**src/lstw_pkg.sv**
```systemverilog
// Package: shared types and constants for the list trigger-wait sequencer
package lstw_pkg;
  // Value and timing widths
  localparam int VAL_W = 16;
  localparam int CNT_W = 22;
  localparam int FLT_W = 16;
  localparam int CLK_MHZ = 100;
  // Filter times and timeout limit, in their own units
  localparam int HIGH_FILT_US = 400;
  localparam int LOW_FILT_US = 2;
  localparam int TMO_MAX_US = 33300;
  localparam logic [FLT_W-1:0] HIGH_FILT_CYC = FLT_W'(HIGH_FILT_US * CLK_MHZ);
  localparam logic [FLT_W-1:0] LOW_FILT_CYC = FLT_W'(LOW_FILT_US * CLK_MHZ);
  localparam logic [CNT_W-1:0] TMO_MAX_CYC = CNT_W'(TMO_MAX_US * CLK_MHZ);
  // Error codes as posted to the error queue (two's complement)
  localparam logic [15:0] ERR_NONE = 16'h0000;
  localparam logic [15:0] ERR_CONFLICT = 16'hFF23;
  localparam logic [15:0] ERR_LEN = 16'hFF1E;
  localparam logic [15:0] ERR_UNBAL = 16'hFF14;
  localparam logic [VAL_W-1:0] VAL_RST = 16'h0000;

  // Trigger-wait step kinds
  typedef enum logic [1:0] {
    LSTW_WAIT_HIGH,
    LSTW_WAIT_LOW,
    LSTW_WAIT_FALL
  } lstw_kind_t;

  // One step request from the list controller
  typedef struct packed {
    lstw_kind_t kind;
    logic [VAL_W-1:0] value;
    logic [CNT_W-1:0] timeout;
  } lstw_step_t;

  // List consistency facts at step insertion
  typedef struct packed {
    logic has_value_list;
    logic [15:0] dwell_len;
    logic [15:0] value_len;
  } lstw_chk_t;
endpackage

```
**src/lstw_filter.sv**
```systemverilog
// Module: trigger level filter with selectable stability time
`timescale 1ns/100ps
module lstw_filter (
  // Clock and reset
  input wire logic clock,
  input wire logic sys_rst,
  // Raw level and stability time
  input wire logic raw,
  input wire logic [lstw_pkg::FLT_W-1:0] stable_cyc,
  // Filtered level
  output logic level_q
);
  logic [lstw_pkg::FLT_W-1:0] cnt_q;
  wire differs = (raw != level_q);
  wire settled = differs && (cnt_q + 1'b1 >= stable_cyc);

  // Count cycles the raw level disagrees; any bounce restarts the count
  always_ff @(posedge clock or posedge sys_rst) begin
    if (sys_rst) begin
      cnt_q <= '0;
      level_q <= 1'b1;
    end else if (!differs || settled) begin
      cnt_q <= '0;
      level_q <= raw;
    end else begin
      cnt_q <= cnt_q + 1'b1;
    end
  end
endmodule

```
**src/lstw_checker.sv**
```systemverilog
// Module: list consistency checker producing error codes
`timescale 1ns/100ps
module lstw_checker (
  // Clock and reset
  input wire logic clock,
  input wire logic sys_rst,
  // Step insertion
  input wire logic add,
  input wire lstw_pkg::lstw_kind_t kind,
  input wire lstw_pkg::lstw_chk_t chk,
  // Error report
  output logic err_q,
  output logic [15:0] code_q
);
  // Conflict is checked first since a missing list makes lengths meaningless
  wire no_list = !chk.has_value_list;
  wire mism = (chk.dwell_len != chk.value_len);
  wire is_low = (kind == lstw_pkg::LSTW_WAIT_LOW);
  wire [15:0] code_d = no_list ? lstw_pkg::ERR_CONFLICT :
                       (mism && is_low) ? lstw_pkg::ERR_UNBAL :
                       mism ? lstw_pkg::ERR_LEN : lstw_pkg::ERR_NONE;

  // One-cycle error pulse with its code held until the next insertion
  always_ff @(posedge clock or posedge sys_rst) begin
    if (sys_rst) begin
      err_q <= 1'b0;
      code_q <= lstw_pkg::ERR_NONE;
    end else begin
      err_q <= add && (code_d != lstw_pkg::ERR_NONE);
      if (add) begin
        code_q <= code_d;
      end
    end
  end
endmodule

```
**src/lstw_seq.sv**
```systemverilog
// Module: trigger-wait step sequencer for the output list
`timescale 1ns/100ps

//////////////////////////////////////////////////////////////////////////////
module lstw_seq (
  // Clock and reset
  input wire logic clock,
  input wire logic sys_rst,
  // List control
  input wire logic list_clear,
  input wire logic step_start,
  input wire lstw_pkg::lstw_step_t step,
  // Step insertion checks
  input wire logic step_add,
  input wire lstw_pkg::lstw_chk_t add_chk,
  // Trigger pin
  input wire logic trig_in,
  // Outputs
  output logic [lstw_pkg::VAL_W-1:0] setpoint_q,
  output logic busy_q,
  output logic advance_q,
  output logic timed_out_q,
  output logic err_q,
  output logic [15:0] err_code_q
);
  typedef enum logic [1:0] {ST_IDLE, ST_EVAL, ST_WAIT} lstw_state_t;

  lstw_state_t state_q;
  lstw_pkg::lstw_kind_t kind_q;
  logic [lstw_pkg::CNT_W-1:0] tmo_q;
  logic [lstw_pkg::CNT_W-1:0] cnt_q;
  logic seen_high_q;
  logic raw_prev_q;
  logic hi_level;
  logic lo_level;

  ////////////////////////////////////////////////////////////////////////////
  // Two filters: the long one keeps high waits immune to glitches, the short
  // one lets low waits react in 2 us
  lstw_filter u_flt_hi (
    .clock(clock),
    .sys_rst(sys_rst),
    .raw(trig_in),
    .stable_cyc(lstw_pkg::HIGH_FILT_CYC),
    .level_q(hi_level)
  );
  lstw_filter u_flt_lo (
    .clock(clock),
    .sys_rst(sys_rst),
    .raw(trig_in),
    .stable_cyc(lstw_pkg::LOW_FILT_CYC),
    .level_q(lo_level)
  );

  lstw_checker u_chk (
    .clock(clock),
    .sys_rst(sys_rst),
    .add(step_add),
    .kind(step.kind),
    .chk(add_chk),
    .err_q(err_q),
    .code_q(err_code_q)
  );

  ////////////////////////////////////////////////////////////////////////////
  // Condition decode
  wire starting = step_start && !list_clear;
  wire [lstw_pkg::CNT_W-1:0] tmo_d =
    (step.timeout > lstw_pkg::TMO_MAX_CYC) ? lstw_pkg::TMO_MAX_CYC : step.timeout;
  wire tmo_on = (tmo_q != '0);
  wire tmo_hit = tmo_on && (cnt_q >= tmo_q);
  // Raw edge: a pulse shorter than the 2 us filter is still seen here
  wire raw_fall = raw_prev_q && !trig_in;
  wire raw_rise = !raw_prev_q && trig_in;
  wire fall_hit = (seen_high_q || raw_prev_q) && raw_fall;
  wire high_hit = (kind_q == lstw_pkg::LSTW_WAIT_HIGH) && hi_level;
  wire low_hit = (kind_q == lstw_pkg::LSTW_WAIT_LOW) && !lo_level;
  wire edge_hit = (kind_q == lstw_pkg::LSTW_WAIT_FALL) && fall_hit;
  // Skip flag needs a timeout; eval_done also ends a zero-timeout step whose level is already met on entry
  wire skip = tmo_on && (high_hit || low_hit);
  // Zero timeout leaves only the trigger as a way out
  wire trig_done = high_hit || low_hit || edge_hit;
  wire eval_done = skip || (!tmo_on && (high_hit || low_hit)) || edge_hit;
  wire wait_done = trig_done || tmo_hit;
  wire done = (state_q == ST_EVAL) ? eval_done :
              (state_q == ST_WAIT) ? wait_done : 1'b0;

  ////////////////////////////////////////////////////////////////////////////
  // Next state
  lstw_state_t state_d;
  always_comb begin
    state_d = state_q;
    case (state_q)
      ST_IDLE: begin
        if (starting) begin
          state_d = ST_EVAL;
        end
      end
      ST_EVAL: begin
        state_d = eval_done ? ST_IDLE : ST_WAIT;
      end
      ST_WAIT: begin
        if (wait_done) begin
          state_d = ST_IDLE;
        end
      end
      default: begin
        state_d = ST_IDLE;
      end
    endcase
    if (list_clear) begin
      state_d = ST_IDLE;
    end
  end

  // State and step registers
  always_ff @(posedge clock or posedge sys_rst) begin
    if (sys_rst) begin
      state_q <= ST_IDLE;
      kind_q <= lstw_pkg::LSTW_WAIT_HIGH;
      tmo_q <= '0;
    end else begin
      state_q <= state_d;
      if (starting && state_q == ST_IDLE) begin
        kind_q <= step.kind;
        tmo_q <= tmo_d;
      end
    end
  end

  // Setpoint is driven on acceptance, ahead of trigger evaluation
  always_ff @(posedge clock or posedge sys_rst) begin
    if (sys_rst) begin
      setpoint_q <= lstw_pkg::VAL_RST;
    end else if (list_clear) begin
      setpoint_q <= lstw_pkg::VAL_RST;
    end else if (starting && state_q == ST_IDLE) begin
      setpoint_q <= step.value;
    end
  end

  // Timeout counter runs only inside a step and clears on every advance
  always_ff @(posedge clock or posedge sys_rst) begin
    if (sys_rst) begin
      cnt_q <= '0;
    end else if (state_q == ST_IDLE || done || list_clear) begin
      cnt_q <= '0;
    end else begin
      cnt_q <= cnt_q + 1'b1;
    end
  end

  // Edge history: a rise during the step sets seen_high_q; any raw fall ends the falling-edge wait, since raw_prev_q is high on every fall
  always_ff @(posedge clock or posedge sys_rst) begin
    if (sys_rst) begin
      raw_prev_q <= 1'b1;
      seen_high_q <= 1'b0;
    end else begin
      raw_prev_q <= trig_in;
      if (state_q == ST_IDLE || done) begin
        seen_high_q <= 1'b0;
      end else if (raw_rise) begin
        seen_high_q <= 1'b1;
      end
    end
  end

  // Status outputs
  always_ff @(posedge clock or posedge sys_rst) begin
    if (sys_rst) begin
      busy_q <= 1'b0;
      advance_q <= 1'b0;
      timed_out_q <= 1'b0;
    end else begin
      busy_q <= (state_d != ST_IDLE);
      advance_q <= done && !list_clear;
      timed_out_q <= done && !list_clear && (state_q == ST_WAIT) && !trig_done;
    end
  end

  ////////////////////////////////////////////////////////////////////////////
  // Checks
  a_setpoint_load: assert property (@(posedge clock) disable iff (sys_rst)
    (starting && state_q == ST_IDLE) |=> setpoint_q == $past(step.value))
    else $error("setpoint not loaded at step start");
  a_skip_entry: assert property (@(posedge clock) disable iff (sys_rst)
    (state_q == ST_EVAL && skip && !list_clear) |=> advance_q)
    else $error("step not skipped");
  a_high_adv: assert property (@(posedge clock) disable iff (sys_rst)
    (state_q == ST_WAIT && high_hit && !list_clear) |=> advance_q && !timed_out_q)
    else $error("high wait did not advance");
  a_no_timeout_zero: assert property (@(posedge clock) disable iff (sys_rst)
    (!tmo_on) |=> !timed_out_q)
    else $error("timeout with zero wait");
  a_fall_needs_high: assert property (@(posedge clock) disable iff (sys_rst)
    (state_q == ST_WAIT && kind_q == lstw_pkg::LSTW_WAIT_FALL && !seen_high_q
     && !raw_prev_q && !tmo_hit) |=> !advance_q)
    else $error("falling wait advanced without high");
  a_edge_adv: assert property (@(posedge clock) disable iff (sys_rst)
    (state_q != ST_IDLE && edge_hit && !list_clear) |=> advance_q)
    else $error("falling edge missed");
  a_low_adv: assert property (@(posedge clock) disable iff (sys_rst)
    (state_q == ST_WAIT && low_hit && !list_clear) |=> advance_q)
    else $error("low wait did not advance");
  a_tmo_clamp: assert property (@(posedge clock) disable iff (sys_rst)
    tmo_q <= lstw_pkg::TMO_MAX_CYC)
    else $error("timeout above maximum");
  a_cnt_clear: assert property (@(posedge clock) disable iff (sys_rst)
    (advance_q) |-> cnt_q == '0)
    else $error("counter not cleared on advance");
  a_err_conflict: assert property (@(posedge clock) disable iff (sys_rst)
    (step_add && !add_chk.has_value_list) |=> err_q && err_code_q == lstw_pkg::ERR_CONFLICT)
    else $error("conflict error missing");
  a_err_unbal: assert property (@(posedge clock) disable iff (sys_rst)
    (step_add && add_chk.has_value_list && add_chk.dwell_len != add_chk.value_len
     && step.kind == lstw_pkg::LSTW_WAIT_LOW) |=> err_code_q == lstw_pkg::ERR_UNBAL)
    else $error("unbalanced error missing");
  a_err_len: assert property (@(posedge clock) disable iff (sys_rst)
    (step_add && add_chk.has_value_list && add_chk.dwell_len != add_chk.value_len
     && step.kind != lstw_pkg::LSTW_WAIT_LOW) |=> err_code_q == lstw_pkg::ERR_LEN)
    else $error("length error missing");

  c_timeout: cover property (@(posedge clock) timed_out_q);
  c_skip: cover property (@(posedge clock) state_q == ST_EVAL && skip);
  c_edge: cover property (@(posedge clock) state_q == ST_WAIT && edge_hit);
  c_err: cover property (@(posedge clock) err_q);
endmodule

```
**config.mk**
```make
export PLATFORM = sky130hd
export DESIGN_NAME = lstw_seq
export DESIGN_NICKNAME = d
export VERILOG_FILES = /design/src/lstw_pkg.sv /design/src/lstw_filter.sv /design/src/lstw_checker.sv /design/src/lstw_seq.sv
export SDC_FILE = /design/constraint.sdc
export NUM_CORES = 1
export LEC_CHECK = 0
export BUFFER_PORTS_ARGS = -buffer_cell sky130_fd_sc_hd__buf_2
export CORE_UTILIZATION = 56
export CTS_CLUSTER_DIAMETER = 150
export CTS_CLUSTER_SIZE = 25
export DETAILED_ROUTE_END_ITERATION = 7
export PLACE_DENSITY = 0.84
export SLEW_MARGIN = 20
export SYNTH_ARGS = -nofsm -noshare
export SYNTH_HDL_FRONTEND = slang
export SYNTH_SLANG_ARGS = --single-unit
```
**constraint.sdc**
```tcl
create_clock -name clock -period 4.1 [get_ports clock]
set_input_delay 0.205 -clock clock [delete_from_list [all_inputs] [get_ports clock]]
set_output_delay 0.205 -clock clock [all_outputs]
set_load 0.005 [all_outputs]
```
== Word level (Yosys, flattened, before mapping) ==
Cells that the tools add are included.

* Flip-flop bits (word level): 120
* Word-level logic and storage cells: 92

* Add/subtract/negate cells: 3
* $lt $le $gt $ge: 4
* Equality and inequality tests: 8
* Reductions and logical operators: 43
* Muxes and demuxes: 18

{| class="wikitable"
|+ Operators with widths
! operator !! count
|-
| 2-to-1 mux 16 bit || 7
|-
| 2-to-1 mux 22 bit || 2
|-
| adder 16 x 1 -> 16 bit, second input constant || 2
|-
| adder 22 x 1 -> 22 bit, second input constant || 1
|-
| >= comparator 22 bit || 1
|-
| greater-than comparator 22 bit, second input constant || 1
|-
| nonzero test 22 bit || 1
|-
| logical AND 1 bit || 18
|-
| >= comparator 16 bit, second input constant || 1
|-
| >= comparator 16 x 8 -> 1 bit, second input constant || 1
|-
| != test 16 bit || 1
|-
| nonzero test 16 bit || 1
|-
| logical OR 1 bit || 10
|-
| logical NOT 1 bit || 8
|-
| 2-to-1 mux 2 bit || 4
|-
| equality test 2 x 1 -> 1 bit, second input constant || 3
|-
| case mux 2 bit (3 select lines) || 1
|-
| nonzero test 2 bit || 3
|-
| equality test 2 bit, second input constant || 2
|-
| logical NOT 2 bit || 2
|-
| 2-to-1 mux 1 bit || 4
|-
| != test 1 bit || 2
|}

== Depth between registers and ports, before layout ==
Gate-level depths: netlist of run 1.

* Word-level depth: 11
* Gate-level depth with buffers: 10

== Hierarchy ==
Synthesis of run 1 repeated with hierarchy kept, for this count alone.

* Cell total of the unflattened synthesis: 692
* Area, all modules: 6497.5 um2

{| class="wikitable"
|+ Modules (own cells, without submodules)
! module !! cells an instance !! times used !! area each (um2)
|-
| lstw_seq || 383 || 1 || 3569.7
|-
| lstw_filter || 127 || 2 || 1213.7
|-
| lstw_checker || 55 || 1 || 500.5
|}

== Least setup slack after synthesis of run 1 ==
Ideal clock, no wire load.

* Kind: register to register
* Start: register u_flt_lo.cnt_q[0] (netlist name)
* End: register u_flt_lo.level_q
* Required time: 4015 ps
* Setup time: 85 ps
* Arrival time: 2081 ps
* Path buffers: 0
* Stages on the path, launching flop included: 8
* Setup slack: 1934 ps
* Cell sequence: dfrtp_1 ha_1 and3_1 or4_1 o211ai_1 a32oi_1 o2111ai_2 mux2_1

* Word-level cells in the longest chain between the ends: 4

{| class="wikitable"
|+ RTL lines
! what !! line !! text
|-
| start: declaration || lstw_filter.sv:13 || <nowiki>logic [lstw_pkg::FLT_W-1:0] cnt_q;</nowiki>
|-
| start signal: assignment || lstw_filter.sv:26 || <nowiki>cnt_q <= cnt_q + 1'b1;</nowiki>
|-
| adder 16 x 1 -> 16 bit || lstw_filter.sv:15 || <nowiki>wire settled = differs && (cnt_q + 1'b1 >= stable_cyc);</nowiki>
|-
| >= comparator 16 x 8 -> 1 bit || lstw_filter.sv:15 ||
|-
| logical AND 1 bit || lstw_filter.sv:15 ||
|-
| logical OR 1 bit || lstw_filter.sv:22 || <nowiki>end else if (!differs || settled) begin</nowiki>
|-
| end signal: assignment || lstw_filter.sv:24 || <nowiki>level_q <= raw;</nowiki>
|-
| end: declaration || lstw_filter.sv:11 || <nowiki>output logic level_q</nowiki>
|}

Every way passes these cells.
A chain may end at the register's enable or synchronous reset.

== Final worst setup path of run 1 ==
* Start: register cnt_q[18] (netlist name)
* End: register timed_out_q

* Word-level cells in the longest chain between the ends: 8

{| class="wikitable"
|+ RTL lines
! what !! line !! text
|-
| start: declaration || lstw_seq.sv:31 || <nowiki>logic [lstw_pkg::CNT_W-1:0] cnt_q;</nowiki>
|-
| start signal: assignment || lstw_seq.sv:149 || <nowiki>cnt_q <= cnt_q + 1'b1;</nowiki>
|-
| >= comparator 22 bit || lstw_seq.sv:71 || <nowiki>wire tmo_hit = tmo_on && (cnt_q >= tmo_q);</nowiki>
|-
| logical AND 1 bit || lstw_seq.sv:71 ||
|-
| logical OR 1 bit || lstw_seq.sv:84 || <nowiki>wire wait_done = trig_done || tmo_hit;</nowiki>
|-
| 2-to-1 mux 1 bit || lstw_seq.sv:86 || <nowiki>(state_q == ST_WAIT) ? wait_done : 1'b0;</nowiki>
|-
| 2-to-1 mux 1 bit || lstw_seq.sv:85 || <nowiki>wire done = (state_q == ST_EVAL) ? eval_done :</nowiki>
|-
| logical AND 1 bit (3 in series) || lstw_seq.sv:177 || <nowiki>timed_out_q <= done && !list_clear && (state_q == ST_WAIT) && !trig_done;</nowiki>
|-
| end signal: assignment || lstw_seq.sv:177 ||
|-
| end: declaration || lstw_seq.sv:22 || <nowiki>output logic timed_out_q,</nowiki>
|}

Every way passes these cells.

==> metrics, run 1 <==
status=finished, final reports clean; Critical Path Stages=7; WP buf/inv=0; CP arrival=between 3000 and 4000 ps; first-pass GRT wire length=around 22000 um; final slew viol count=0; EDFF count, synth=0; CTS tree=done; Worst Setup Start Kind=flop; final instance area=between 6000 and 7000 um^2; IO Pins=115; CTS HTree Levels=3; Iteration-0 DRC Markers=around 260; NetSw=around 650 uW; IO buf count=112; Yosys Warn Count=0; commonest cells after routing, fill and taps aside=buf_2, dfrtp_1, nand2_1, inv_1, xor2_1; Pleak=3.28 nW; post-detailed-route count of antenna-violating nets=0; Fill cells=833; Die W=approximately 100 um; Vias=~4800; total CTS buffers=9; row count=37; Finish-stage setup viols=0; sequential power share=between 50% and 60%; GRT Total Usage=between 20% and 30%; Sw Ratio=a little under 30%; clock tree buffer depth=2; max-cap violations=0; fin crit share=between 60% and 70%; Hold Path Class=primary input to asynchronous set/reset pin; Post-CTS Resized=0; Critical Path Sink=timed_out_q; pin count of the biggest net entering global routing=81; min Tclk post-route=2680 ps; Total Wirelength=approximately 13000 um; post-synthesis instance total=600; Final nets=813; critical path peak fanout=26; Max Clock Skew=17.5 ps; CTS Sinks=about 110; Initial Util=around 57%; Die Y=about 100 um; router iterations before antenna repair=4; Worst path max stage delay=790 ps; Seq/Total Area, Yosys=around 46%; Max rail drop VDD=0.267 mV; post-place setup slack=approximately 1500 ps; DRC violations left=0; slew margin rel.=between 30% and 40%; Worst R2R Path Depth=7; WL per Instance=between 15 and 20 um; Worst-Skew Late Latency=380 ps; combinational power share=about 16%; kind of critical path=flop to flop; GP Congestion=roughly 0.89; Total Power=~2.2 mW; maximum operating frequency=374 MHz; Mapped Avg Cell Area=slightly below 10 um^2; top_reg_cell synth=dfrtp_1; R2R setup slack=between 1000 and 1500 ps; commonest non-fill, non-tap cell in the layout=buf_2; Layout Utilization=between 60% and 70%; global route total overflow=0; ys async rst share=100%; Synth-to-Final Area Change=14.2%; pwr dens=roughly 320 nW/um^2; WP data required=4430 ps; Yosys reg bits=108; Worst Max-Slew Pin Slew=between 1000 and 1500 ps; family with the most delay on the worst path=compound AO/OA/AOI/OAI gates; layout cells sized above 1=between 20% and 30%; end of the worst register-to-register path=timed_out_q; via/cell ratio=about 5.7; vias in the first global route=about 4700; Cell Area, Synth=between 5000 and 6000 um^2; # diodes=0; post-placement cell area=around 6500 um^2; CTS Root Cell=clkbuf_8; worst r2r src=cnt_q[18]; area of the core=10300 um^2; Clk pwr share=28.2%; final setup TNS=0 ps; final hold vios=0; distinct cell type count after synthesis=a little under 70; Int Pwr=between 1.5 and 2 mW; RSZ-0062 raised after global routing=no; setup ws final=between 1000 and 1500 ps; Post-DP HPWL=9460 um; Setup crit end kind=flop; clock slew at reported path FFs=120 ps; CP cell instances=ha_1 -> nand4_1 -> nor4_1 -> a21oi_1 -> nand3_1 -> a311o_1 -> and3b_2; Worst path slowest cell=a311o_1; die area=about 11000 um^2; initial antenna violation count=0; Worst Setup SP=cnt_q[18]
## per-stage QoR
step                      cells  hold WS (ps)
after floorplan             609           209
after global placement      831           367
after detailed placement    831           376
after CTS                   848          38.6
after global routing        848          18.7
final                       848          31.7
## timing repair
action	4_1_cts	5_1_grt
buffers inserted	0	0
hold buffers	1	0
hold endpoints to repair	1	0
endpoints found under the setup margin	0	0
## power by group through the flow
stage                     clock network [mW]  registers, mW  logic [mW]
after detailed placement                   0           1.24       0.351
final                                  0.616           1.22       0.354
after CTS                              0.627           1.22       0.356
after global routing                   0.677           1.23       0.402
after global placement                     0           1.23       0.337
after floorplan                            0           1.22       0.234
## layout make-up
cell class	count	area [um^2]	area share (%)
Clock inverter	6	61.3	0.910
Inverter	39	149	2.21
Timing Repair Buffer	117	601	8.92
Multi-Input combinational cell	432	2920	43.4
Tap cell	136	170	2.53
Sequential cell	108	2710	40.2
Clock buffer	10	128	1.89
## state kept, by name, summed over array words and instances, names as in the netlist, 2 cells and up
name,count
setpoint_q,16
cnt_q,22
tmo_q,22
u_chk.code_q,5
state_q,2
u_flt_lo.cnt_q,16
u_flt_hi.cnt_q,16
kind_q,2
## worst min-delay path by stage
stage	endpoint	slack, ps
final	u_flt_hi.cnt_q[2]	30
after global routing	setpoint_q[4]	20
after CTS	setpoint_q[2]	40
after detailed placement	raw_prev_q	380
after global placement	raw_prev_q	370
after floorplan	raw_prev_q	210
## cells by family (layout without fill, tap and decap cells)
kind of cell               Yosys count  count (layout)  share of synthesized area, %
and+or+nand+nor                    202             202                          18.1
AOI/OAI and AO/OA                  127             127                          15.1
DFF                                108             108                          45.9
buffers and inverters               69             172                          5.24
xor gates and xnor gates            62              62                          9.21
adders and majority gates           27              27                          5.73
muxes                                4               4                         0.721
other                                1              10                        0.0636
## synth_stat cells, types with 4 or more instances
library cell,count,area [um^2]
buf_4,12,90.1
nor2_1,29,109
and4_1,7,61.3
inv_1,39,146
dfrtp_1,105,2630
clkbuf_1,12,45.0
nor4_1,10,62.6
nand3_1,24,120
and3_1,5,31.3
a21o_1,5,37.5
nand4_1,9,56.3
ha_1,27,338
o21ai_0,22,110
xnor2_1,25,219
a22o_1,22,193
xor2_1,37,324
a21oi_1,37,185
nor3_1,27,135
buf_2,4,20.0
nand2b_1,5,31.3
nand2_1,61,229
o22a_1,9,78.8
## per-layer routing
metal	wire length [um]	up-vias	GRT usage, %
met4	274	0	7.65
li1	-	2307	-
met3	765	30	5.99
met2	6490	172	42.9
met5	0	-	0
met1	5450	2336	30.6
(Power assumes the default switching activity.)
==> inputs of run 2 (changes only) <==
--- a/config.mk
+++ b/config.mk
@@ -5,12 +5,13 @@
 export SDC_FILE = /design/constraint.sdc
 export NUM_CORES = 1
 export LEC_CHECK = 0
+export ABC_AREA = 1
 export BUFFER_PORTS_ARGS = -buffer_cell sky130_fd_sc_hd__buf_2
 export CORE_UTILIZATION = 56
 export CTS_CLUSTER_DIAMETER = 150
 export CTS_CLUSTER_SIZE = 25
 export DETAILED_ROUTE_END_ITERATION = 7
-export PLACE_DENSITY = 0.84
+export PLACE_DENSITY = 0.83
 export SLEW_MARGIN = 20
 export SYNTH_ARGS = -nofsm -noshare
 export SYNTH_HDL_FRONTEND = slang
==> constraint.sdc (replaced) <==
create_clock -name clock -period 2.5 [get_ports clock]
set_input_delay 0.125 -clock clock [delete_from_list [all_inputs] [get_ports clock]]
set_output_delay 0.125 -clock clock [all_outputs]
set_load 0.005 [all_outputs]
==> run 2 against run 1 <==
Compared with the run above:
- worst setup slack lost 970 ps
- utilization grew 3.9 points
- register-to-register slack lost 970 ps
- fmax grew 31%
- global-route usage grew 1.5 points
- critical path depth grew 5
- final area grew 7.4%
- combinational power grew 64%
- power grew 65%
- critical path type unchanged
==> metrics, run 2 <==
synth cell count leaders=nand2_1, dfrtp_1, nor2_1, inv_1, nand3_1; clock slew at reported path FFs=100 ps (-20 ps); Initial Util=58.4% (+0.96 points); Post-CTS Resized=0 (unchanged); Vias=5407 (+12%); CTS HTree Levels=3 (unchanged); CTS Sinks=108 (unchanged); max-cap violations=0 (unchanged); pwr dens=500 nW/um^2 (+54%); Synth Area in Compound Gates=4.71% (-10 points); Worst Max-Slew Pin Slew=880 ps (-135 ps); xor and xnor area share after synthesis=6.20% (-3.0 points); post-synthesis simple-gate area fraction=30.6% (+12 points); area of the core=10400 um^2 (+1.4%); Hold Path End=tmo_q[13]; Post-DP HPWL=10100 um (+6.8%); Finish-stage setup viols=0 (unchanged); Max rail drop VDD=0.358 mV (+34%); Pleak=3.65 nW (+12%); Final nets=1016 (+25%); die area=11300 um^2 (+3.0%); WL per Instance=13.1 um (-15%); layout cells sized above 1=17.7% (-3.8 points); Yosys reg bits=108 (unchanged); CTS tree=done; commonest non-fill, non-tap cell in the layout=nand2_1; Worst Setup Start Kind=flop; DRC violations left=0 (unchanged); Worst path max stage delay=400 ps (-390 ps); Seq/Total Area, Yosys=44.5% (-1.4 points); maximum operating frequency=488 MHz (+31%); clock tree buffer depth=2 (unchanged); crit-path most repeated cell=nor2_1; Fill cells=861 (+3.4%); Inst Count DP=1010 (+22%); Die W=106 um (+1.5%); fin crit share=82.0% (+17 points); end of the worst register-to-register path=cnt_q[8]; RSZ-0062 raised after global routing=no; via/cell ratio=5.14 (-10%); final setup TNS=0 ps (unchanged); Synth-to-Final Area Change=19.0%; Min Hold Slack=17.8 ps (-13.9 ps); Mapped Avg Cell Area=7.88 um^2 (-20%); row count=37 (unchanged); initial antenna violation count=0 (unchanged); router iterations before antenna repair=6 (+2); pin count of the biggest net entering global routing=40 (-51%); HP Start=step[13]; total CTS buffers=9 (unchanged); Die Y=106 um (+1.5%); R2R setup slack=450 ps (-970 ps); CTS Root Cell=clkbuf_8; CP arrival=2300 ps (-710 ps); critical path peak fanout=22 (-15%); post-detailed-route count of antenna-violating nets=0 (unchanged); Iteration-0 DRC Markers=284 (+8.8%); top_reg_cell synth=dfrtp_1; final hold vios=0 (unchanged); # diodes=0 (unchanged); WP data required=2750 ps (-1680 ps); sequential standard cell area=2710 um^2 (unchanged); vias in the first global route=5391 (+14%); most frequent cell after synthesis=nand2_1; slew margin rel.=41.2% (+8.8 points); area of the multi-input gates=2900 um^2 (-0.81%); worst r2r src=tmo_q[17]; Max Clock Skew=10.0 ps (-7.44 ps); status=finished, final reports clean; top area cells in the synthesized netlist=dfrtp_1, nand2_1, nor2_1; GP Congestion=0.865 (-3.2%); IO buf count=112 (unchanged); CP cell instances=inv_1 -> ha_1 -> nand2_1 -> nor2_1 -> nand2_1 -> nor2_1 -> o21ai_0 -> nand3_1 -> nand3_1 -> nand4_1 -> buf_4 -> nor2_1; Total Wirelength=13700 um (+5.8%); Setup crit end kind=flop; distinct cell type count after synthesis=36 (-48%); fraction of synthesized area in multiplexers=0% (-0.72 points); min Tclk post-route=2050 ps (-626 ps); GRT Total Usage=26.3% (+1.5 points); Synth area leader=dfrtp_1; hold depth=3; Worst R2R Path Depth=12 (+5); Layout Cells excl Fill=1051 (+24%); Yosys top cell area share=43.2% (-1.3 points); Worst path slowest cell=dfrtp_1; Worst-Skew Late Latency=370 ps (about the same); post-synthesis instance total=771 (+28%); Hold Path Class=primary input to flop; Cell Area, Synth=6080 um^2 (+3.1%); largest family of logic cells by synthesized area=simple AND/OR/NAND/NOR gates; EDFF count, synth=0 (unchanged); ys async rst share=100% (unchanged); global route total overflow=0 (unchanged); first-pass GRT wire length=23600 um (+8.5%); commonest cells after routing, fill and taps aside=nand2_1, buf_2, nor2_1, dfrtp_1, inv_1; Yosys Warn Count=0 (unchanged); kind of critical path=flop to flop; IO Pins=115 (unchanged); adder-cell share of the synthesized area=5.56% (-0.17 points); final slew viol count=0 (unchanged); Largest regs=cnt_q x22, tmo_q x22
==> run 2: changes by cell type in the layout (fill, tap and decap cells not counted), sizes merged, moves of 18 or more <==
cell,previous run,this run
a21oi,37,10
nand3,27,69
inv,40,95
dlygate4sd3,1,25
nor2,29,116
nand2,61,186
a22o,23,0
nor3,28,10
==> run 2: cells by family after synthesis <==
kind of cell,after synthesis
AOI/OAI and AO/OA,49
xor gates and xnor gates,43
adders and majority gates,27
buffers and inverters,120
DFF,108
other,1
and+or+nand+nor,423
==> run 2: layout make-up <==
type	instances	area share (%)
tap	136	2.35
inverter	95	4.98
clock inverter	7	1.18
sequential	108	37.4
timing repair buffer	144	12.3
clock buffer	9	1.71
multi-input combinational	552	40.1
==> run 2: routing by layer <==
layer  global-route usage, %  up-vias  routed length [um]
met3                    5.27       38                 633
met5                       0        -                   0
met1                    32.6     2491                6090
met2                    45.6      161                6700
li1                        -     2717                   -
met4                    9.13        0                 295
==> run 2: power breakdown <==
part	switching (mW)	internal, mW
sequential	0.0683	1.86
clock	0.624	0.480
combinational	0.338	0.243
total	1.03	2.59
==> run 2: stage by stage <==
| step | cell area [um^2] | setup slack [ps] | utilization (%) | total power [mW] |
|---|---|---|---|---|
| after floorplan | 6120 | 659 | - | 2.30 |
| after global placement | 6770 | 558 | 65.0 | 2.49 |
| after detailed placement | 6770 | 477 | 65.0 | 2.51 |
| after CTS | 7230 | 452 | 69.4 | 3.64 |
| after global routing | 7230 | 178 | 69.4 | 3.81 |
| final | 7230 | 450 | 69.4 | 3.62 |
==> run 2: worst max-delay path, delay by kind of cell, from the launching register on <==
family          cells  cell delay (ps)
simple gates        8              760
flops               1              400
fa+ha+maj           1              320
buf+inv             2              340
compound gates      1              110
==> run 2: repair_timing <==
action                                 4_1_cts  5_1_grt
endpoints found under the hold margin       60        0
hold buffers                                25        0
setup buffers                                0        0
==> run 2: worst max-delay path by stage <==
stage	startpoint	end	slack [ps]
floorplan	cnt_q[13]	cnt_q[10]	660
global placement	cnt_q[13]	cnt_q[16]	560
detailed placement	tmo_q[21]	cnt_q[19]	480
CTS	cnt_q[13]	cnt_q[8]	450
global route	tmo_q[17]	cnt_q[14]	180
finish	tmo_q[17]	cnt_q[8]	450
==> inputs of run 3 (changes only) <==
==> constraint.sdc (replaced) <==
create_clock -name clock -period 2.1 [get_ports clock]
set_input_delay 0.105 -clock clock [delete_from_list [all_inputs] [get_ports clock]]
set_output_delay 0.105 -clock clock [all_outputs]
set_load 0.005 [all_outputs]
==> run 3 against run 2 <==
Compared with the run above:
- the run now ends with setup timing left
- non-clock buffer count up 19
- critical path depth down 1
- sequential share of layout area down 1.5 points
- critical path type unchanged
- largest cell class unchanged
- highest routed layer unchanged
==> metrics, run 3 (synthesis gave the netlist of run 2 again) <==
commonest cells after routing, fill and taps aside=nand2_1, buf_2, dfrtp_1, nor2_1, inv_1; Worst-Skew Late Latency=390 ps (+20 ps); GRT Total Usage=26.9% (+0.58 points); Die W=106 um (unchanged); crit-path most repeated cell=a21oi_2; IO Pins=115 (unchanged); clock tree buffer depth=2 (unchanged); CP cell instances=inv_1 -> ha_1 -> a21oi_2 -> nand2_1 -> a21oi_2 -> nand3_1 -> nand3_2 -> nand4_1 -> buf_6 -> clkbuf_16 -> nor2_1; Iteration-0 DRC Markers=315 (+11%); R2R setup slack=-2 ps (-450 ps); critical path peak fanout=11 (-50%); pin count of the biggest net entering global routing=38 (-5.0%); CTS Root Cell=clkbuf_8; Inst Count DP=1017 (+0.69%); IO buf count=112 (unchanged); status=finished with violations; Worst Setup SP=tmo_q[17]; max-cap violations=0 (unchanged); final hold vios=0 (unchanged); Worst path slowest cell=dfrtp_1; Pleak=3.76 nW (+3.0%); commonest non-fill, non-tap cell in the layout=nand2_1; DRC violations left=0 (unchanged); final instance area=7530 um^2 (+4.2%); Hold Path End=tmo_q[21]; final setup TNS=-3.42 ps (-3.42 ps); # diodes=0 (unchanged); GP Congestion=0.861 (-0.43%); final slew viol count=0 (unchanged); Synth-to-Final Area Change=23.9%; maximum operating frequency=476 MHz (-2.5%); CTS HTree Levels=3 (unchanged); Max Clock Skew=9.04 ps (-1.00 ps); Final nets=1035 (+1.9%); Worst Setup Start Kind=flop; Layout Utilization=72.3% (+2.9 points); initial antenna violation count=0 (unchanged); CTS Sinks=108 (unchanged); die area=11300 um^2 (unchanged); first-pass GRT wire length=24100 um (+1.7%); layout cells sized above 1=20.8% (+3.1 points); vias in the first global route=5448 (+1.1%); failing checks=setup timing; WP buf/inv=3 (+1); min Tclk post-route=2100 ps (+52.0 ps); family with the most delay on the worst path=simple AND/OR/NAND/NOR gates; Die Y=106 um (unchanged); WP data required=2420 ps (-330 ps); WL per Instance=13.7 um (+4.8%); post-place setup slack=92.6 ps (-384 ps); post-placement cell area=6840 um^2 (+0.96%); setup ws final=-1.88 ps (-452 ps); kind of critical path=flop to flop; hold depth=3 (unchanged); slew margin rel.=58.2% (+17 points); global route total overflow=0 (unchanged); Initial Util=58.4% (unchanged); Post-DP HPWL=10100 um (-0.51%); Worst R2R Path Depth=11 (-1); Largest regs=cnt_q x22, tmo_q x22; Worst path max stage delay=390 ps (about the same); area of the core=10400 um^2 (unchanged); worst r2r src=tmo_q[17]; Hold Path Class=primary input to flop; end of the worst register-to-register path=cnt_q[19]; Max rail drop VDD=0.578 mV (+61%); CTS tree=done; post-detailed-route count of antenna-violating nets=0 (unchanged); router iterations before antenna repair=5 (-1); Worst Max-Slew Pin Slew=626 ps (-255 ps); Finish-stage setup viols=2 (+2); clock slew at reported path FFs=110 ps (about the same); Setup crit end kind=flop; Total Wirelength=14600 um (+6.7%); row count=37 (unchanged); fin crit share=100% (+18 points); CP arrival=2420 ps (+120 ps); Layout Cells excl Fill=1070 (+1.8%); total CTS buffers=9 (unchanged); via/cell ratio=5.22 (+1.5%); HP Start=step[21]; Vias=5590 (+3.4%); pwr dens=586 nW/um^2 (+17%)
run 3: layer usage:
layer | vias up | wire (um) | track usage, %
li1 | 2758 | - | -
met1 | 2620 | 6240 | 33.7
met2 | 167 | 7290 | 45.5
met3 | 45 | 713 | 5.40
met4 | 0 | 403 | 10.7
met5 | - | 0 | 0
run 3: how the worst max path moves through the flow:
stage / endpoint / depth (start not counted)
3_3_place_gp: u_flt_hi.cnt_q[0] / 11
3_5_place_dp: u_flt_hi.cnt_q[4] / 12
6_report: cnt_q[19] / 11
2_1_floorplan: cnt_q[10] / 11
5_1_grt: cnt_q[2] / 11
4_1_cts: u_flt_hi.cnt_q[13] / 12
run 3: worst register-to-register path: stages, from the launching register on:
cell	delay, ps
dfrtp_1	390
inv_1	120
ha_1	280
a21oi_2	170
nand2_1	110
a21oi_2	160
nand3_1	150
nand3_2	120
nand4_1	120
buf_6	160
clkbuf_16	160
nor2_1	90
run 3: area by class of cell:
| cell class | instances | area [um^2] |
|---|---|---|
| Clock buffer | 9 | 124 |
| Clock inverter | 7 | 90.1 |
| Fill cell | 777 | 2880 |
| Inverter | 95 | 360 |
| Multi-Input combinational cell | 552 | 3000 |
| Sequential cell | 108 | 2710 |
| Tap cell | 136 | 170 |
| Timing Repair Buffer | 163 | 1080 |
run 3: repair_timing:
action,CTS,global route
gates resized for setup,0,25
endpoints found under the setup margin,0,46
endpoints found under the hold margin,51,0
hold buffers,32,0
setup buffers,0,4
run 3: metrics by stage:
stage	hold slack [ps]	total power [mW]
floorplan	109	2.74
global placement	203	2.96
detailed placement	219	2.99
CTS	1.22	4.37
global route	18.0	4.61
finish	7.30	4.42
run 3: report_power, final:
| group | switching, mW | internal (mW) | total (mW) |
|---|---|---|---|
| logic | 0.434 | 0.331 | 0.765 |
| clock network | 0.772 | 0.581 | 1.35 |
| registers | 0.0812 | 2.22 | 2.30 |
